<file path="src/shared/imp_pkg.sv">
`default_nettype none
package imp_pkg;
	localparam int unsigned CLK_HZ = 125000000;
	localparam int unsigned RATE_LO_HZ = 100;
	localparam int unsigned RATE_HI_HZ = 200;
	localparam int unsigned DUTY_STEPS = 1024;
	localparam int unsigned SLOT_LO = CLK_HZ / (RATE_LO_HZ * DUTY_STEPS);
	localparam int unsigned SLOT_HI = CLK_HZ / (RATE_HI_HZ * DUTY_STEPS);
	localparam int unsigned PERIODIC_NS = 1000000;
	localparam int unsigned PERIODIC_CYC = PERIODIC_NS / 8;
	localparam int unsigned WORD_SHIFT = 2;
	localparam logic [11:0] IDX_MASK = 12'h009;
	localparam logic [11:0] IDX_PULSE = 12'h00A;
	localparam logic [11:0] IDX_SCRATCH = 12'h00B;
	localparam logic [11:0] OFF_MASK = IDX_MASK << WORD_SHIFT;
	localparam logic [11:0] OFF_PULSE = IDX_PULSE << WORD_SHIFT;
	localparam logic [11:0] OFF_SCRATCH = IDX_SCRATCH << WORD_SHIFT;
	localparam logic [11:0] OFF_STATUS = 12'h040;
	localparam logic [11:0] OFF_IEN = 12'h044;
	localparam logic [11:0] OFF_HSCFG = 12'h048;
	localparam logic [15:0] MASK_RST = 16'h0140;
	localparam logic [15:0] MASK_WMASK = 16'h01FF;
	localparam logic [15:0] PULSE_WMASK = 16'h7FF7;
	localparam logic [15:0] PULSE_KEEP = 16'h7FF0;
	localparam int unsigned BIT_PER = 8;
	localparam int unsigned BIT_WDOFF = 7;
	localparam int unsigned BIT_WDEV = 6;
	localparam int unsigned BIT_SPI = 5;
	localparam int unsigned BIT_RATE = 14;
	localparam int unsigned DUTY_LSB = 4;
	localparam int unsigned NGEN = 4;
	localparam int unsigned NSRC = 5;
	localparam logic [3:0] HS_GEN_BASE = 4'h4;
	localparam logic [1:0] RESP_OKAY = 2'h0;
	localparam logic [1:0] RESP_SLVERR = 2'h2;
	localparam logic [31:0] SLOT_LO_C = SLOT_LO;
	localparam logic [31:0] SLOT_HI_C = SLOT_HI;
	typedef struct packed {
		logic rate;
		logic [9:0] duty;
	} imp_gen_cfg_s;
	typedef struct packed {
		logic [9:0] pos;
		logic [31:0] slot;
		logic done;
		logic out;
	} imp_gen_st_s;
	typedef struct packed {
		logic [15:0] mask;
		logic [2:0] bank;
		logic [15:0] scratch;
		logic [3:0] hscfg_unused;
		logic [15:0] hs_cfg;
		logic [7:0] status;
		logic [7:0] ien;
		logic awok;
		logic [11:0] awaddr;
		logic wok;
		logic [31:0] wdata;
		logic [3:0] wstrb;
		logic bvalid;
		logic [1:0] bresp;
		logic rvalid;
		logic [31:0] rdata;
		logic [1:0] rresp;
		logic [31:0] per_cnt;
		logic irq_pulse;
		logic [NSRC-1:0] src_q;
		logic [1:0] wdf_q;
	} imp_regs_s;
endpackage
`default_nettype wire

</file>
<file path="src/core/imp_pulse_gen.sv">
`default_nettype none
module imp_pulse_gen (
	input wire logic aclk,
	input wire logic aresetn,
	input wire imp_pkg::imp_gen_cfg_s cfg,
	output logic pwm_out,
	output logic pwm_valid
);
	imp_pkg::imp_gen_st_s st_r;
	imp_pkg::imp_gen_st_s st_nxt;
	// Ten-bit position steps once per slot; duty compares against it.
	always_comb begin
		logic [31:0] lim;
		lim = cfg.rate ? imp_pkg::SLOT_HI_C : imp_pkg::SLOT_LO_C;
		st_nxt = st_r;
		if (st_r.slot >= lim - 32'h00000001) begin
			st_nxt.slot = 32'h00000000;
			st_nxt.pos = st_r.pos + 10'h001;
			if (st_r.pos == 10'h3FF) begin
				st_nxt.done = 1'b1;
			end
		end else begin
			st_nxt.slot = st_r.slot + 32'h00000001;
		end
		if (cfg.duty == 10'h3FF) begin
			st_nxt.out = 1'b1;
		end else begin
			st_nxt.out = (st_nxt.pos < cfg.duty);
		end
	end
	always_ff @(posedge aclk) begin
		if (!aresetn) begin
			st_r <= '0;
		end else begin
			st_r <= st_nxt;
		end
	end
	assign pwm_out = st_r.out;
	assign pwm_valid = st_r.done;
endmodule
`default_nettype wire

</file>
<file path="src/core/imp_sw_mux.sv">
`default_nettype none
module imp_sw_mux (
	input wire logic [15:0] hs_cfg,
	input wire logic [imp_pkg::NGEN-1:0] gen_out,
	output logic [3:0] hs_from_gen,
	output logic [3:0] hs_gen_sel
);
	// Codes four to seven hand a switch to one internal generator.
	for (genvar i = 0; i < 4; i++) begin : g_sw
		logic [3:0] code;
		logic [3:0] idx;
		assign code = hs_cfg[4*i +: 4];
		assign idx = code - imp_pkg::HS_GEN_BASE;
		assign hs_gen_sel[i] = (code[3:2] == 2'b01);
		assign hs_from_gen[i] = hs_gen_sel[i] & gen_out[idx[1:0]];
	end
endmodule
`default_nettype wire

</file>
<file path="src/core/imp_regs.sv">
`default_nettype none
module imp_regs (
	input wire logic aclk,
	input wire logic aresetn,
	input wire logic s_axi_awvalid,
	output logic s_axi_awready,
	input wire logic [11:0] s_axi_awaddr,
	input wire logic s_axi_wvalid,
	output logic s_axi_wready,
	input wire logic [31:0] s_axi_wdata,
	input wire logic [3:0] s_axi_wstrb,
	output logic s_axi_bvalid,
	input wire logic s_axi_bready,
	output logic [1:0] s_axi_bresp,
	input wire logic s_axi_arvalid,
	output logic s_axi_arready,
	input wire logic [11:0] s_axi_araddr,
	output logic s_axi_rvalid,
	input wire logic s_axi_rready,
	output logic [31:0] s_axi_rdata,
	output logic [1:0] s_axi_rresp,
	input wire logic restart,
	input wire logic normal_mode,
	input wire logic [4:0] summary_status,
	input wire logic serial_fail,
	input wire logic devmode_wd_fail,
	output logic devmode_watchdog_off,
	output logic irq_request_out,
	output logic irq_line,
	output logic [3:0] high_side_switch_n,
	output logic [3:0] hs_gen_sel,
	output logic [imp_pkg::NGEN-1:0] gen_valid
);
	imp_pkg::imp_regs_s r_r;
	imp_pkg::imp_regs_s r_nxt;
	imp_pkg::imp_gen_cfg_s [imp_pkg::NGEN-1:0] cfg_r;
	imp_pkg::imp_gen_cfg_s [imp_pkg::NGEN-1:0] cfg_nxt;
	logic [imp_pkg::NGEN-1:0] gen_out;
	logic [4:0] sum_s1_r;
	logic [4:0] sum_s2_r;
	logic [2:0] ev_s1_r;
	logic [2:0] ev_s2_r;
	logic [2:0] mode_s1_r;
	logic [2:0] mode_s2_r;
	logic do_wr;
	logic do_rd;
	logic [15:0] wd16;
	logic [15:0] pulse_view;
	logic [31:0] rd_val;
	logic rd_bad;
	logic wr_bad;
	localparam int unsigned NSRC_W = imp_pkg::NSRC;
	localparam logic [31:0] PER_LIM = imp_pkg::PERIODIC_CYC;
	logic [7:0] ev_new;
	logic [NSRC_W-1:0] rise;

	always_ff @(posedge aclk) begin
		if (!aresetn) begin
			sum_s1_r <= '0;
			sum_s2_r <= '0;
			ev_s1_r <= '0;
			ev_s2_r <= '0;
			mode_s1_r <= '0;
			mode_s2_r <= '0;
		end else begin
			sum_s1_r <= summary_status;
			sum_s2_r <= sum_s1_r;
			ev_s1_r <= {serial_fail, devmode_wd_fail, 1'b0};
			ev_s2_r <= ev_s1_r;
			mode_s1_r <= {restart, normal_mode, 1'b0};
			mode_s2_r <= mode_s1_r;
		end
	end

	for (genvar g = 0; g < imp_pkg::NGEN; g++) begin : g_gen
		imp_pulse_gen u_gen (
			.aclk(aclk),
			.aresetn(aresetn),
			.cfg(cfg_r[g]),
			.pwm_out(gen_out[g]),
			.pwm_valid(gen_valid[g])
		);
	end

	imp_sw_mux u_mux (
		.hs_cfg(r_r.hs_cfg),
		.gen_out(gen_out),
		.hs_from_gen(high_side_switch_n),
		.hs_gen_sel(hs_gen_sel)
	);

	assign do_wr = r_r.awok & r_r.wok & ~r_r.bvalid;
	assign do_rd = s_axi_arvalid & s_axi_arready;
	assign wd16 = r_r.wdata[15:0];
	assign pulse_view = {1'b0, cfg_r[r_r.bank[1:0]].rate, cfg_r[r_r.bank[1:0]].duty,
		1'b0, r_r.bank};
	assign rise = ~r_r.src_q & sum_s2_r;

	always_comb begin
		rd_bad = 1'b0;
		unique case (s_axi_araddr)
			imp_pkg::OFF_MASK: rd_val = {16'h0000, r_r.mask & imp_pkg::MASK_WMASK};
			imp_pkg::OFF_PULSE: rd_val = {16'h0000, pulse_view};
			imp_pkg::OFF_SCRATCH: rd_val = {16'h0000, r_r.scratch};
			imp_pkg::OFF_STATUS: rd_val = {24'h000000, r_r.status};
			imp_pkg::OFF_IEN: rd_val = {24'h000000, r_r.ien};
			imp_pkg::OFF_HSCFG: rd_val = {16'h0000, r_r.hs_cfg};
			default: begin
				rd_val = 32'h00000000;
				rd_bad = 1'b1;
			end
		endcase
	end

	always_comb begin
		wr_bad = 1'b0;
		unique case (r_r.awaddr)
			imp_pkg::OFF_MASK, imp_pkg::OFF_PULSE, imp_pkg::OFF_SCRATCH,
			imp_pkg::OFF_STATUS, imp_pkg::OFF_IEN, imp_pkg::OFF_HSCFG: wr_bad = 1'b0;
			default: wr_bad = 1'b1;
		endcase
	end

	always_comb begin
		r_nxt = r_r;
		cfg_nxt = cfg_r;
		ev_new = '0;
		r_nxt.src_q = sum_s2_r;
		r_nxt.wdf_q = ev_s2_r[2:1];
		r_nxt.irq_pulse = 1'b0;
		if (s_axi_awvalid && !r_r.awok) begin
			r_nxt.awok = 1'b1;
			r_nxt.awaddr = s_axi_awaddr;
		end
		if (s_axi_wvalid && !r_r.wok) begin
			r_nxt.wok = 1'b1;
			r_nxt.wdata = s_axi_wdata;
			r_nxt.wstrb = s_axi_wstrb;
		end
		if (r_r.bvalid && s_axi_bready) begin
			r_nxt.bvalid = 1'b0;
		end
		if (do_wr) begin
			r_nxt.awok = 1'b0;
			r_nxt.wok = 1'b0;
			r_nxt.bvalid = 1'b1;
			r_nxt.bresp = wr_bad ? imp_pkg::RESP_SLVERR : imp_pkg::RESP_OKAY;
			if (&r_r.wstrb[1:0]) begin
				unique case (r_r.awaddr)
					imp_pkg::OFF_MASK: r_nxt.mask = wd16 & imp_pkg::MASK_WMASK;
					imp_pkg::OFF_PULSE: begin
						r_nxt.bank = wd16[2:0];
						if (!wd16[2]) begin
							cfg_nxt[wd16[1:0]].rate = wd16[imp_pkg::BIT_RATE];
							cfg_nxt[wd16[1:0]].duty = wd16[13:imp_pkg::DUTY_LSB];
						end
					end
					imp_pkg::OFF_SCRATCH: begin
						if (mode_s2_r[1]) begin
							r_nxt.scratch = wd16;
						end
					end
					imp_pkg::OFF_IEN: r_nxt.ien = wd16[7:0];
					imp_pkg::OFF_HSCFG: r_nxt.hs_cfg = wd16;
					default: r_nxt.mask = r_r.mask;
				endcase
			end
		end
		if (r_r.rvalid && s_axi_rready) begin
			r_nxt.rvalid = 1'b0;
		end
		if (do_rd) begin
			r_nxt.rvalid = 1'b1;
			r_nxt.rdata = rd_val;
			r_nxt.rresp = rd_bad ? imp_pkg::RESP_SLVERR : imp_pkg::RESP_OKAY;
			if (s_axi_araddr == imp_pkg::OFF_STATUS) begin
				r_nxt.status = '0;
			end
		end
		ev_new[4:0] = rise & r_r.mask[4:0];
		ev_new[imp_pkg::BIT_SPI] = ev_s2_r[2] & ~r_r.wdf_q[1] & r_r.mask[imp_pkg::BIT_SPI];
		ev_new[imp_pkg::BIT_WDEV] = ev_s2_r[1] & ~r_r.wdf_q[0] & r_r.mask[imp_pkg::BIT_WDEV];
		r_nxt.status = r_nxt.status | ev_new;
		if (|ev_new) begin
			r_nxt.irq_pulse = 1'b1;
		end
		if (r_r.mask[imp_pkg::BIT_PER] && (|(r_r.status & r_r.ien))) begin
			if (r_r.per_cnt >= PER_LIM - 32'h00000001) begin
				r_nxt.per_cnt = 32'h00000000;
				r_nxt.irq_pulse = 1'b1;
			end else begin
				r_nxt.per_cnt = r_r.per_cnt + 32'h00000001;
			end
		end else begin
			r_nxt.per_cnt = 32'h00000000;
		end
		if (mode_s2_r[2]) begin
			r_nxt.bank = 3'h0;
		end
	end

	always_ff @(posedge aclk) begin
		if (!aresetn) begin
			r_r <= '0;
			r_r.mask <= imp_pkg::MASK_RST;
			cfg_r <= '0;
		end else begin
			r_r <= r_nxt;
			cfg_r <= cfg_nxt;
		end
	end

	assign s_axi_awready = ~r_r.awok;
	assign s_axi_wready = ~r_r.wok;
	assign s_axi_bvalid = r_r.bvalid;
	assign s_axi_bresp = r_r.bresp;
	assign s_axi_arready = ~r_r.rvalid;
	assign s_axi_rvalid = r_r.rvalid;
	assign s_axi_rdata = r_r.rdata;
	assign s_axi_rresp = r_r.rresp;
	assign devmode_watchdog_off = r_r.mask[imp_pkg::BIT_WDOFF];
	assign irq_request_out = r_r.irq_pulse;
	assign irq_line = |(r_r.status & r_r.ien);
endmodule
`default_nettype wire

</file>
<file path="config.mk">
export PLATFORM = sky130hd
export DESIGN_NAME = imp_regs
export DESIGN_NICKNAME = d
export VERILOG_FILES = /design/src/shared/imp_pkg.sv /design/src/core/imp_pulse_gen.sv /design/src/core/imp_sw_mux.sv /design/src/core/imp_regs.sv
export SDC_FILE = /design/constraint.sdc
export NUM_CORES = 1
export LEC_CHECK = 0
export BUFFER_PORTS_ARGS = -buffer_cell sky130_fd_sc_hd__buf_2
export CAP_MARGIN = 20
export CORE_MARGIN = 1.5
export CORE_UTILIZATION = 60
export DETAILED_ROUTE_END_ITERATION = 7
export HOLD_SLACK_MARGIN = 0.15
export MAX_ROUTING_LAYER = met4
export PLACE_DENSITY = 0.86
export SLEW_MARGIN = 20
export SYNTH_ARGS = -nofsm -noshare
export SYNTH_HDL_FRONTEND = slang
export SYNTH_SLANG_ARGS = --single-unit
</file>
<file path="constraint.sdc">
create_clock -name aclk -period 3.9 [get_ports aclk]
set_input_delay 0 -clock aclk [delete_from_list [all_inputs] [get_ports aclk]]
set_output_delay 0 -clock aclk [all_outputs]
set_load 0.01 [all_outputs]
</file>
==> impl_metrics.py, run 1 <==
metrics = {
    "timing": {
        "final_max_slew_viol_count": 0,
        "setup_viol": 0,
        "hold_slack_ns": 0.183,
        "hold_viol": 0,
        "setup_ws_ns": 0.392,
        "worst-slew-pin-transition_ns": 0.995,
        "relSlewSlack_pct": 33.4,
        "rsz0062_at_grt": "false",
        "fin_skew_ns": 0.0255,
        "fmax_mhz": 285,
        "fin_crit_sh_pct": 90.0,
        "period_needed_ns": 3.51,
        "fin_setup_tns_ns": 0,
    },
    "placement": {
        "place_area_um2": 16900,
        "io_buffers": 95,
        "dp_hpwl_um": 24400,
        "placed_cells": 2109,
        "post-place-ws_ns": 0.427,
        "gp_congestion": 0.890,
    },
    "synth": {
        "yosysWarnings": 0,
        "ys_seq_area_share_pct": 48.3,
        "yosys.area_share.simple_pct": 21.0,
        "synth_fa_ha_area_share_pct": 5.04,
        "synth-xor-area-share_pct": 4.73,
        "syn_inst": 1671,
        "synth_compound_area_share_pct": 9.86,
        "synth_area_leaders": "dfxtp_1 48%, ha_1 5.0%, nand2_1 4.9%, mux2i_1 3.3%, a21boi_0 3.2%",
        "yosysTopAreaCellShare_pct": 48.3,
        "synth_ff_type": "dfxtp_1",
        "yosysTopAreaCell": "dfxtp_1",
        "ys_ff_latch": 389,
        "syn-mean-instance-area_um2": 9.65,
        "synth_edf_count": 0,
        "synthArstFlopShare_pct": 0,
        "synth_mux_area_share_pct": 5.87,
        "synth_cell_types": 67,
        "synth_area_um2": 16100,
        "synth_top_family_by_area": "simple AND/OR/NAND/NOR gates",
    },
    "setup_path": {
        "worstPathArrival_ns": 3.96,
        "worst_ep_required_time_ns": 4.35,
        "crit_cells": 13,
        "worstPathMaxFanout": 12,
        "critPathBufInv": 2,
        "cpLargestDelayFamily": "compound AO/OA/AOI/OAI gates",
        "r2r_slack_ns": 0.39,
        "startpoint_type": "flop",
        "path_class": "flop to flop",
        "crit_path_top_delay_cell": "dfxtp_1",
        "slowest_delay_ns": 0.48,
        "reg2reg_depth": 13,
        "end_kind": "flop",
        "cp_cell_sequence": "inv_1, ha_1, inv_1, a2111oi_0, a211o_1, nand4_1, xnor2_1, ha_1, a21o_1, a211oi_1, o21ai_0, o2111a_1, o31ai_1",
    },
    "detailed_routing": {
        "via_count": 12860,
        "first_iter_violations": 970,
        "avgRoutedWirePerCell_um": 17.4,
        "first_pass_iters": 5,
        "drt-total-wl_um": 39400,
        "antenna_left": 0,
        "routed_via_density": 5.69,
        "drc": 0,
    },
    "final_layout": {
        "fin_cells": 2262,
        "final.fill_count": 1729,
        "drive_gt1_share_pct": 10.6,
        "layout_commonest_cell": "dfxtp_1",
        "regArea_um2": 7790,
        "final_cell_mix": "389 x dfxtp_1, 209 x nand2_1, 113 x conb_1",
        "fin_util_pct": 72.7,
        "area_growth_pct": 18.2,
        "multi_input_area_um2": 7930,
        "final_area_um2": 19100,
        "final_nets": 2039,
    },
    "global_route": {
        "grt_use_total_pct": 29.1,
        "grt-ovfl-total": 0,
        "grt_start_max_net_pins": 95,
        "antenna_found_initial": 1,
        "grt_pass1_vias": 12842,
        "grt_pass1_wl_um": 64300,
    },
    "power_and_ir_drop": {
        "p_comb_share_pct": 5.0,
        "ir_worst_vdd_uv": 391,
        "p_sw_mw": 1.88,
        "pwr-share-seq_pct": 49.9,
        "powerDensity_nw_per_um2": 441,
        "p_leak_nw": 7.65,
        "power.share.clock_pct": 45.1,
        "p_total_mw": 8.40,
        "p_int_mw": 6.51,
        "swShare_pct": 22.4,
    },
    "die": {
        "rows": 59,
        "die_h_um": 167,
        "dieArea_um2": 27900,
        "core_um2": 26200,
        "io_pins": 132,
        "initial_utilization_pct": 61.5,
        "die_w_um": 167,
    },
    "clocking": {
        "cts_buffer_depth": 3,
        "cts_setup_buffers": 0,
        "h-tree-depth": 2,
        "cts.sinks": 389,
        "insertion_delay_ns": 0.54,
        "clkTransAtPathRegs_ns": 0.06,
        "cts-root-buf": "clkbuf_16",
        "cts_tree": "done",
        "cts_inserted_buffers": 40,
    },
    "worst_hold_path": {
        "hold_class": "primary input to flop",
        "min_path_cells": 6,
    },
    "flow_run": {
        "maxCapViolCount": 0,
    },
    "outcome": {
        "status": "completed",
    },
}
## logic make-up after synthesis
group	count (synthesis)
AOI/OAI and AO/OA	225
xor gates and xnor gates	87
adders and majority gates	65
buffers and inverters	174
DFF	389
muxes	75
other	1
and+or+nand+nor	655
## final timing paths
path,start,to
worst max-delay path,cfg_r[10],g_gen[0].u_gen.pwm_out
worst min-delay path,s_axi_araddr[1],s_axi_rdata[4]
worst max register to register,cfg_r[10],g_gen[0].u_gen.pwm_out
worst min register to register,sum_s1_r[3],sum_s2_r[3]
## what timing repair did
action,CTS,global route
hold endpoints to repair,117,0
resized for setup,0,0
hold buffers,82,0
## power groups by stage
stage | logic (mW) | registers (mW) | clock network (mW)
4_1_cts | 0.400 | 4.18 | 3.81
2_1_floorplan | 0.275 | 4.22 | 0
5_1_grt | 0.460 | 4.19 | 3.99
6_report | 0.422 | 4.19 | 3.79
3_5_place_dp | 0.334 | 4.27 | 0
3_3_place_gp | 0.323 | 4.26 | 0
## metal layers
| layer | track usage [%] | wire [um] |
|---|---|---|
| met5 | - | 0 |
| met4 | 11.9 | 1430 |
| met3 | 5.04 | 3060 |
| met2 | 48.0 | 18700 |
| met1 | 35.4 | 16200 |
## cell usage after synthesis, types with 3 or more instances
cell / instances
nand3_1: 40
nand3b_1: 9
a21boi_1: 10
dfxtp_1: 389
and4_1: 5
o211ai_1: 7
o21ai_0: 27
nor4_1: 31
mux2_2: 7
a2111oi_0: 3
a211oi_1: 10
o211a_1: 5
a221oi_1: 9
nor3b_1: 8
or2_2: 4
mux2i_1: 53
nor2_1: 99
nand2_1: 209
a22o_1: 4
a22oi_1: 12
xnor2_1: 39
a31oi_1: 9
mux4_2: 15
nor2b_1: 60
nand4_1: 44
and2_1: 69
a21oi_1: 34
nand2b_1: 15
nor3_1: 13
nand4b_1: 4
a21o_1: 3
xor2_1: 48
buf_4: 42
o21a_1: 4
inv_1: 59
clkbuf_1: 60
a21boi_0: 69
and3_1: 31
ha_1: 65
buf_2: 12
## area by class of cell
class                           instances  share of cell area (%)
Clock inverter                         14                   0.781
Inverter                               59                    1.16
Clock buffer                           56                    6.09
Timing Repair Buffer                  188                    7.27
Sequential cell                       389                    40.9
Antenna cell                            1                  0.0131
Tap cell                              335                    2.20
Multi-Input combinational cell       1220                    41.6
## worst min-delay path, stage by stage
cell and delay (ns):
buf_2 0.07, nor4_1 0.05, nand2_1 0.22, a21oi_1 0.09
a21oi_1 0.14, a21oi_1 0.08
## flip-flops by register name (all words and copies together) (netlist names), 2 cells and up
| signal | cells |
|---|---|
| cfg_r | 44 |
| ev_s1_r | 2 |
| ev_s2_r | 2 |
| g_gen.u_gen.pwm_out | 4 |
| g_gen.u_gen.pwm_valid | 4 |
| g_gen.u_gen.st_r | 168 |
| mode_s1_r | 2 |
| mode_s2_r | 2 |
| pulse_view | 3 |
| r_r | 126 |
| s_axi_rdata | 16 |
| sum_s1_r | 5 |
| sum_s2_r | 5 |
Note: power is estimated with default switching activity, not from simulation.
==> run 2: changes to the inputs <==
Settings changed: CORE_UTILIZATION 60 to 54, PLACE_DENSITY 0.86 to 0.82.
Clock period 3.9 ns to 2.8 ns, I/O delays scaled along.
==> run 2 against run 1 <==
Net effect:
- the run now ends with negative setup slack left
- utilization is 5.0 points lower
- critical path type unchanged
- maximum frequency is 20% higher
- count of clock-buffer cells in the layout stayed put
- critical endpoint is now g_gen[3].u_gen.pwm_out
- combinational power is 43% higher
- sequential power is 39% higher
- global-route usage is 3.7 points lower
==> impl_metrics.py, run 2 (synthesis gave the netlist of run 1 again) <==
metrics = {
    "power_and_ir_drop": {
        "powerDensity_nw_per_um2": 593,
        "pwr-share-seq_pct": 49.1,
        "power.share.clock_pct": 45.8,
        "ir_worst_vdd_uv": 342,
        "swShare_pct": 21.7,
        "p_int_mw": 9.28,
        "p_leak_nw": 8.07,
        "p_sw_mw": 2.57,
        "p_comb_share_pct": 5.1,
    },
    "clocking": {
        "insertion_delay_ns": 0.53,
        "cts.sinks": 389,
        "clkTransAtPathRegs_ns": 0.06,
        "cts_inserted_buffers": 40,
        "cts-root-buf": "clkbuf_16",
        "cts_buffer_depth": 3,
        "h-tree-depth": 2,
        "cts_tree": "done",
    },
    "timing": {
        "fin_skew_ns": 0.0204,
        "period_needed_ns": 2.92,
        "hold_viol": 0,
        "rsz0062_at_grt": "true",
        "setup_viol": 3,
        "fin_setup_tns_ns": -0.170,
        "setup_ws_ns": -0.121,
        "fin_crit_sh_pct": 104,
        "relSlewSlack_pct": 45.2,
        "hold_slack_ns": 0.212,
        "fmax_mhz": 342,
        "worst-slew-pin-transition_ns": 0.821,
        "final_max_slew_viol_count": 0,
    },
    "die": {
        "die_h_um": 176,
        "io_pins": 132,
        "rows": 63,
        "initial_utilization_pct": 54.7,
        "dieArea_um2": 30900,
        "core_um2": 29500,
        "die_w_um": 176,
    },
    "final_layout": {
        "antenna_cells": 0,
        "fin_cells": 2374,
        "regArea_um2": 7800,
        "final_cell_mix": "383 x dfxtp_1, 209 x nand2_1, 113 x conb_1",
        "final_area_um2": 20000,
        "largest_reg_flops": 168,
        "layout_commonest_cell": "dfxtp_1",
        "drive_gt1_share_pct": 15.8,
        "multi_input_area_um2": 8260,
        "area_growth_pct": 23.8,
        "final.fill_count": 2179,
        "final_nets": 2093,
        "top_regs": "g_gen.u_gen.st_r x168, r_r x126, cfg_r x44",
        "regMostFlops": "g_gen.u_gen.st_r",
    },
    "global_route": {
        "antenna_found_initial": 0,
        "grt_start_max_net_pins": 75,
        "grt_pass1_vias": 12766,
        "grt_use_total_pct": 25.5,
        "grt_pass1_wl_um": 62200,
        "grt-ovfl-total": 0,
    },
    "placement": {
        "placed_cells": 2205,
        "place_area_um2": 17400,
        "dp_hpwl_um": 25100,
        "post-place-ws_ns": -0.310,
        "io_buffers": 95,
        "gp_congestion": 0.900,
    },
    "setup_path": {
        "path_class": "flop to flop",
        "r2r_slack_ns": -0.12,
        "worst_ep_required_time_ns": 3.26,
        "worstPathArrival_ns": 3.38,
        "end_kind": "flop",
        "startpoint_type": "flop",
        "worstPathMaxFanout": 6,
    },
    "detailed_routing": {
        "via_count": 12840,
        "first_pass_iters": 6,
        "drt-total-wl_um": 38600,
        "avgRoutedWirePerCell_um": 16.3,
        "drc": 0,
        "routed_via_density": 5.41,
        "antenna_left": 0,
        "first_iter_violations": 1098,
    },
    "outcome": {
        "violations": "negative setup slack",
        "status": "finished, violations left",
    },
    "worst_hold_path": {
        "hold_class": "primary input to flop",
    },
    "flow_run": {
        "maxCapViolCount": 0,
    },
}
==> run 2: through the flow <==
stage                     utilization [%]  power, mW
after floorplan                         -       6.26
after global placement               59.0       6.39
after detailed placement             59.0       6.41
after CTS                            67.3       11.9
after global routing                 67.7       12.2
final                                67.7       11.9
==> run 2: worst paths after layout <==
kind	start	end	cells past startpoint
max	cfg_r[43]	g_gen[3].u_gen.pwm_out	13
min	s_axi_araddr[6]	s_axi_rdata[5]	5
max reg2reg	cfg_r[43]	g_gen[3].u_gen.pwm_out	13
min reg2reg	sum_s1_r[0]	sum_s2_r[0]	1
==> run 2: final cells by class <==
cell class	instances	share of cell area [%]
Tap cell	390	2.44
Multi-Input combinational cell	1220	41.3
Clock buffer	56	5.82
Inverter	59	1.11
Sequential cell	389	39.1
Timing Repair Buffer	242	9.20
Clock inverter	18	1.00
==> run 2: critical path, stage by stage, from the launching register on <==
cell and delay (ns):
dfxtp_4 0.37, inv_2 0.06, ha_1 0.33, nand4bb_1 0.12, a221oi_2 0.21, nor4_2 0.06, buf_4 0.16, or3_4 0.38
xnor2_1 0.14, ha_2 0.19, a2111oi_2 0.32, o21ai_1 0.13, a221o_1 0.30, o21ai_1 0.10
==> run 2: per-layer routing <==
| metal | part of all wire (%) | GRT usage [%] | up-vias | routed length (um) |
|---|---|---|---|---|
| met1 | 42 | 31.5 | 6095 | 16200 |
| met4 | 3.2 | 9.37 | 0 | 1240 |
| met2 | 48 | 42.1 | 462 | 18600 |
| li1 | - | - | 6183 | - |
| met3 | 6.5 | 3.87 | 100 | 2500 |
| met5 | 0 | - | - | 0 |
==> run 2: power by group through the flow <==
stage	sequential (mW)	clock (mW)	combinational, mW
after global placement	5.93	0	0.458
after detailed placement	5.94	0	0.474
after floorplan	5.88	0	0.385
after global routing	5.83	5.74	0.664
final	5.82	5.42	0.605
after CTS	5.82	5.51	0.577
==> run 2: timing repair <==
action,4_1_cts,5_1_grt
hold buffers,87,0
resized for setup,40,17
setup buffers,5,3
cloned,1,0
pin swaps,44,24
endpoints found under the setup margin,4,4
hold endpoints to repair,116,0
==> run 3: changes to the inputs <==
Settings changed: CORE_UTILIZATION 54 to 56, CTS_BUF_LIST set to sky130_fd_sc_hd__clkbuf_8, PLACE_DENSITY 0.82 to 0.84.
==> run 3 against run 2 <==
Net effect:
- the run now fails in 5_2_route
- synthesized cell count is the same
- global-route usage rose by 3.1 points
- synthesized area unchanged
==> impl_metrics.py, run 3 <==
metrics = {
    "outcome": {
        "status": "did not finish",
        "lastStage": "5_2_route",
        "tool.error": "[ERROR DRT-0255] Maze Route cannot find path of net gen_valid[0] in worker of routeBox ( 144900 48300 ) ( 172680 96600 ).",
    },
    "die": {
        "die_h_um": 173,
        "io_pins": 132,
        "rows": 61,
        "die_w_um": 173,
        "initial_utilization_pct": 57.4,
    },
    "synth": {
        "synth_fa_ha_area_share_pct": 5.04,
        "synth_area_um2": 16100,
        "synth_cell_types": 67,
        "synth_top_family_by_area": "simple AND/OR/NAND/NOR gates",
        "synth-xor-area-share_pct": 4.73,
        "synth_compound_area_share_pct": 9.86,
        "yosysMostFrequentCell": "dfxtp_1",
        "synth_common_cells": "389 x dfxtp_1, 209 x nand2_1, 99 x nor2_1, 69 x a21boi_0, 69 x and2_1",
        "ys_ff_latch": 389,
        "syn-mean-instance-area_um2": 9.65,
        "synth_mux_area_share_pct": 5.87,
        "yosys.area_share.simple_pct": 21.0,
        "synth_ff_type": "dfxtp_1",
        "synthArstFlopShare_pct": 0,
        "yosysTopAreaCell": "dfxtp_1",
        "syn_inst": 1671,
        "yosysWarnings": 0,
        "synth_edf_count": 0,
        "synth_area_leaders": "dfxtp_1 48%, ha_1 5.0%, nand2_1 4.9%, mux2i_1 3.3%, a21boi_0 3.2%",
        "ys_seq_area_share_pct": 48.3,
        "yosysTopAreaCellShare_pct": 48.3,
    },
    "timing": {
        "worst-ep-kind": "register input",
        "worst_endpoint": "g_gen[3].u_gen.pwm_out$_SDFF_PN0_/D",
    },
    "clocking": {
        "h-tree-depth": 2,
        "cts_buffer_depth": 3,
        "cts_inserted_buffers": 59,
        "cts.sinks": 389,
        "cts-root-buf": "clkbuf_8",
    },
    "global_route": {
        "grt_start_max_net_pins": 78,
        "antenna_found_initial": 1,
        "grt_pass1_vias": 13650,
        "grt_use_total_pct": 28.5,
        "grt-ovfl-total": 0,
        "grt_pass1_wl_um": 67800,
    },
    "placement": {
        "gp_congestion": 0.931,
        "io_buffers": 95,
        "dp_hpwl_um": 25700,
        "place_area_um2": 17300,
    },
}
[run 3: cell counts after synthesis]
Identical to the previous run, type by type.
[run 3: metrics by stage]
stage          utilization (%)  setup slack (ns)  std cells  TNS (ns)
5_1_grt                   72.1            -0.293       2419    -0.935
4_1_cts                   71.3            -0.117       2411    -0.193
3_5_place_dp              61.7            -0.309       2186    -0.631
3_3_place_gp              61.7            -0.238       2186    -0.244
2_1_floorplan                -           -0.0249       1783   -0.0249
[run 3: repair_timing]
action | in CTS | in global routing
resized for setup | 53 | 31
buffers inserted | 10 | 7
pin swaps | 45 | 32
endpoints found under the hold margin | 232 | 0
hold buffers | 107 | 0
cloned | 1 | 0
endpoints found under the setup margin | 4 | 10
[run 3: kinds of logic after synthesis]
logic type,count (synthesis)
and+or+nand+nor,655
adders and majority gates,65
xor gates and xnor gates,87
buffers and inverters,174
other,1
DFF,389
muxes,75
AOI/OAI and AO/OA,225
[run 3: layer usage]
layer  track usage [%]
met5                 -
met4              13.4
met3              5.54
met2              47.7
met1              33.2
==> run 4: changes to the inputs <==
Settings changed: CORE_UTILIZATION 56 to 40, CTS_BUF_LIST sky130_fd_sc_hd__clkbuf_8 to not set, HOLD_SLACK_MARGIN 0.15 to not set, MAX_ROUTING_LAYER met4 to not set, PLACE_DENSITY 0.84 to not set, PLACE_DENSITY_LB_ADDON set to 0.15.
Clock period 2.8 ns to 3.6 ns, I/O delays scaled along.
==> run 4 against run 3 <==
Net effect:
- the run now ends clean
- global-route usage decreased by 10 points
==> impl_metrics.py, run 4 (synthesis gave the netlist of run 1 again) <==
metrics = {
    "die": {
        "initial_utilization_pct": 40.6,
        "rows": 73,
        "core_um2": 39700,
        "io_pins": 132,
        "dieArea_um2": 41500,
        "die_h_um": 204,
        "die_w_um": 204,
    },
    "detailed_routing": {
        "first_iter_violations": 718,
        "drc": 0,
        "drt-total-wl_um": 37300,
        "routed_via_density": 4.84,
        "first_pass_iters": 5,
        "wl_met1_um": 18600,
        "antenna_left": 0,
        "highest_layer": "met4",
        "via_count": 11804,
        "wl_met3_um": 1790,
        "avgRoutedWirePerCell_um": 15.3,
        "met2WireLength_um": 16300,
    },
    "timing": {
        "relSlewSlack_pct": 35.9,
        "period_needed_ns": 3.29,
        "fin_setup_tns_ns": 0,
        "hold_viol": 0,
        "setup_viol": 0,
        "fin_crit_sh_pct": 91.4,
        "final_max_slew_viol_count": 0,
        "fmax_mhz": 304,
        "rsz0062_at_grt": "false",
        "fin_skew_ns": 0.0277,
        "worst-slew-pin-transition_ns": 0.954,
    },
    "power_and_ir_drop": {
        "ir_worst_vdd_uv": 382,
        "power.share.clock_pct": 48.4,
        "p_sw_mw": 2.12,
        "p_comb_share_pct": 4.3,
        "swShare_pct": 22.1,
        "p_int_mw": 7.47,
        "p_leak_nw": 7.64,
        "powerDensity_nw_per_um2": 498,
        "pwr-share-seq_pct": 47.3,
    },
    "flow_run": {
        "maxCapViolCount": 0,
    },
    "setup_path": {
        "r2r_end": "g_gen[1].u_gen.pwm_out",
        "crit_path_top_delay_cell": "dfxtp_1",
        "slowest_delay_ns": 0.48,
        "end_kind": "flop",
        "worstPathArrival_ns": 3.77,
        "path_class": "flop to flop",
        "worstPathMaxFanout": 6,
        "cp_cell_sequence": "inv_1, ha_1, inv_1, a2111oi_0, a211o_1, nand4_1, xnor2_1, ha_1, a21o_1, a211oi_1, o21ai_0, o2111a_1, o31ai_1",
        "r2r_slack_ns": 0.31,
        "worst_ep_required_time_ns": 4.08,
        "startpoint_type": "flop",
        "reg2reg_depth": 13,
        "reg2reg_from": "cfg_r[21]",
    },
    "final_layout": {
        "antenna_cells": 0,
        "largest_reg_flops": 168,
        "drive_gt1_share_pct": 11.7,
        "regMostFlops": "g_gen.u_gen.st_r",
        "final_cell_mix": "389 x dfxtp_1, 209 x nand2_1, 113 x conb_1",
        "area_growth_pct": 19.4,
        "final.fill_count": 3794,
        "final_area_um2": 19300,
        "layout_commonest_cell": "dfxtp_1",
        "final_nets": 2019,
        "top_regs": "g_gen.u_gen.st_r x168, r_r x126, cfg_r x44",
    },
    "clocking": {
        "cts_tree": "done",
        "clkTransAtPathRegs_ns": 0.06,
        "cts_buffer_depth": 3,
        "cts_inserted_buffers": 43,
        "cts.sinks": 389,
        "insertion_delay_ns": 0.58,
        "cts_setup_buffers": 0,
        "h-tree-depth": 2,
        "cts-root-buf": "clkbuf_16",
    },
    "global_route": {
        "grt_pass1_vias": 11381,
        "grt_use_total_pct": 18.4,
        "antenna_found_initial": 0,
        "grt_pass1_wl_um": 60800,
        "grt-ovfl-total": 0,
        "grt_start_max_net_pins": 134,
    },
    "outcome": {
        "status": "completed",
    },
    "placement": {
        "gp_congestion": 0.848,
        "dp_hpwl_um": 26000,
        "io_buffers": 95,
        "place_area_um2": 17200,
    },
    "worst_hold_path": {
        "min_path_cells": 5,
        "hold_class": "primary input to flop",
        "holdPathEnd": "s_axi_rdata[5]",
        "hp-start": "s_axi_araddr[3]",
    },
}
==> run 4: layout make-up <==
cell class,count,area (um^2),area share [%]
multi-input cells,1220,7930,41.2
flip-flops and latches,389,7790,40.5
clock buffers,63,1280,6.66
repair buffers,165,1130,5.87
well taps,525,657,3.41
clock inverters,16,245,1.27
inverters,59,221,1.15
==> run 4: timing repair <==
item | CTS | global route
hold endpoints to repair | 47 | 0
resized for setup | 0 | 0
hold buffers | 49 | 0
==> run 4: layer usage <==
metal / up-vias / track usage, %
met5: - / 0
met4: 0 / 4.81
met3: 56 / 3.63
met2: 200 / 28.1
met1: 5527 / 26.5
li1: 6021 / -
==> run 4: worst max path at each step <==
stage | start | to | slack, ns | cells past startpoint
6_report | cfg_r[21] | g_gen[1].u_gen.pwm_out | 0.31 | 13
5_1_grt | cfg_r[21] | g_gen[1].u_gen.pwm_out | 0.04 | 14
4_1_cts | cfg_r[21] | g_gen[1].u_gen.pwm_out | 0.32 | 13
3_5_place_dp | cfg_r[43] | g_gen[3].u_gen.pwm_out | 0.33 | 13
3_3_place_gp | cfg_r[43] | g_gen[3].u_gen.pwm_out | 0.32 | 13
2_1_floorplan | cfg_r[43] | g_gen[3].u_gen.pwm_out | 0.62 | 13
==> run 4: power groups by stage <==
| stage | registers (mW) | logic, mW | clock network [mW] |
|---|---|---|---|
| floorplan | 4.57 | 0.298 | 0 |
| global placement | 4.63 | 0.361 | 0 |
| detailed placement | 4.63 | 0.367 | 0 |
| CTS | 4.53 | 0.410 | 4.76 |
| global route | 4.55 | 0.466 | 4.95 |
| finish | 4.53 | 0.410 | 4.65 |
==> run 4: critical path, delay by kind of cell (launching register included) <==
family | cells | cell delay [ns]
buffers and inverters | 2 | 0.15
AOI/OAI and AO/OA | 7 | 1.60
and+or+nand+nor | 1 | 0.14
adders and majority gates | 2 | 0.60
xor gates and xnor gates | 1 | 0.24
DFF | 1 | 0.48
==> run 4: per-stage QoR <==
step / hold WS, ns / total power [mW] / cells / worst slack [ns] / utilization, %
2_1_floorplan: 0.116 / 4.87 / 1783 / 0.621 / -
4_1_cts: 0.0142 / 9.71 / 2437 / 0.321 / 48.5
3_3_place_gp: 0.212 / 4.99 / 2309 / 0.322 / 43.4
6_report: 0.0444 / 9.59 / 2437 / 0.309 / 48.5
5_1_grt: 0.0771 / 9.96 / 2437 / 0.0389 / 48.5
3_5_place_dp: 0.214 / 5.00 / 2309 / 0.332 / 43.4
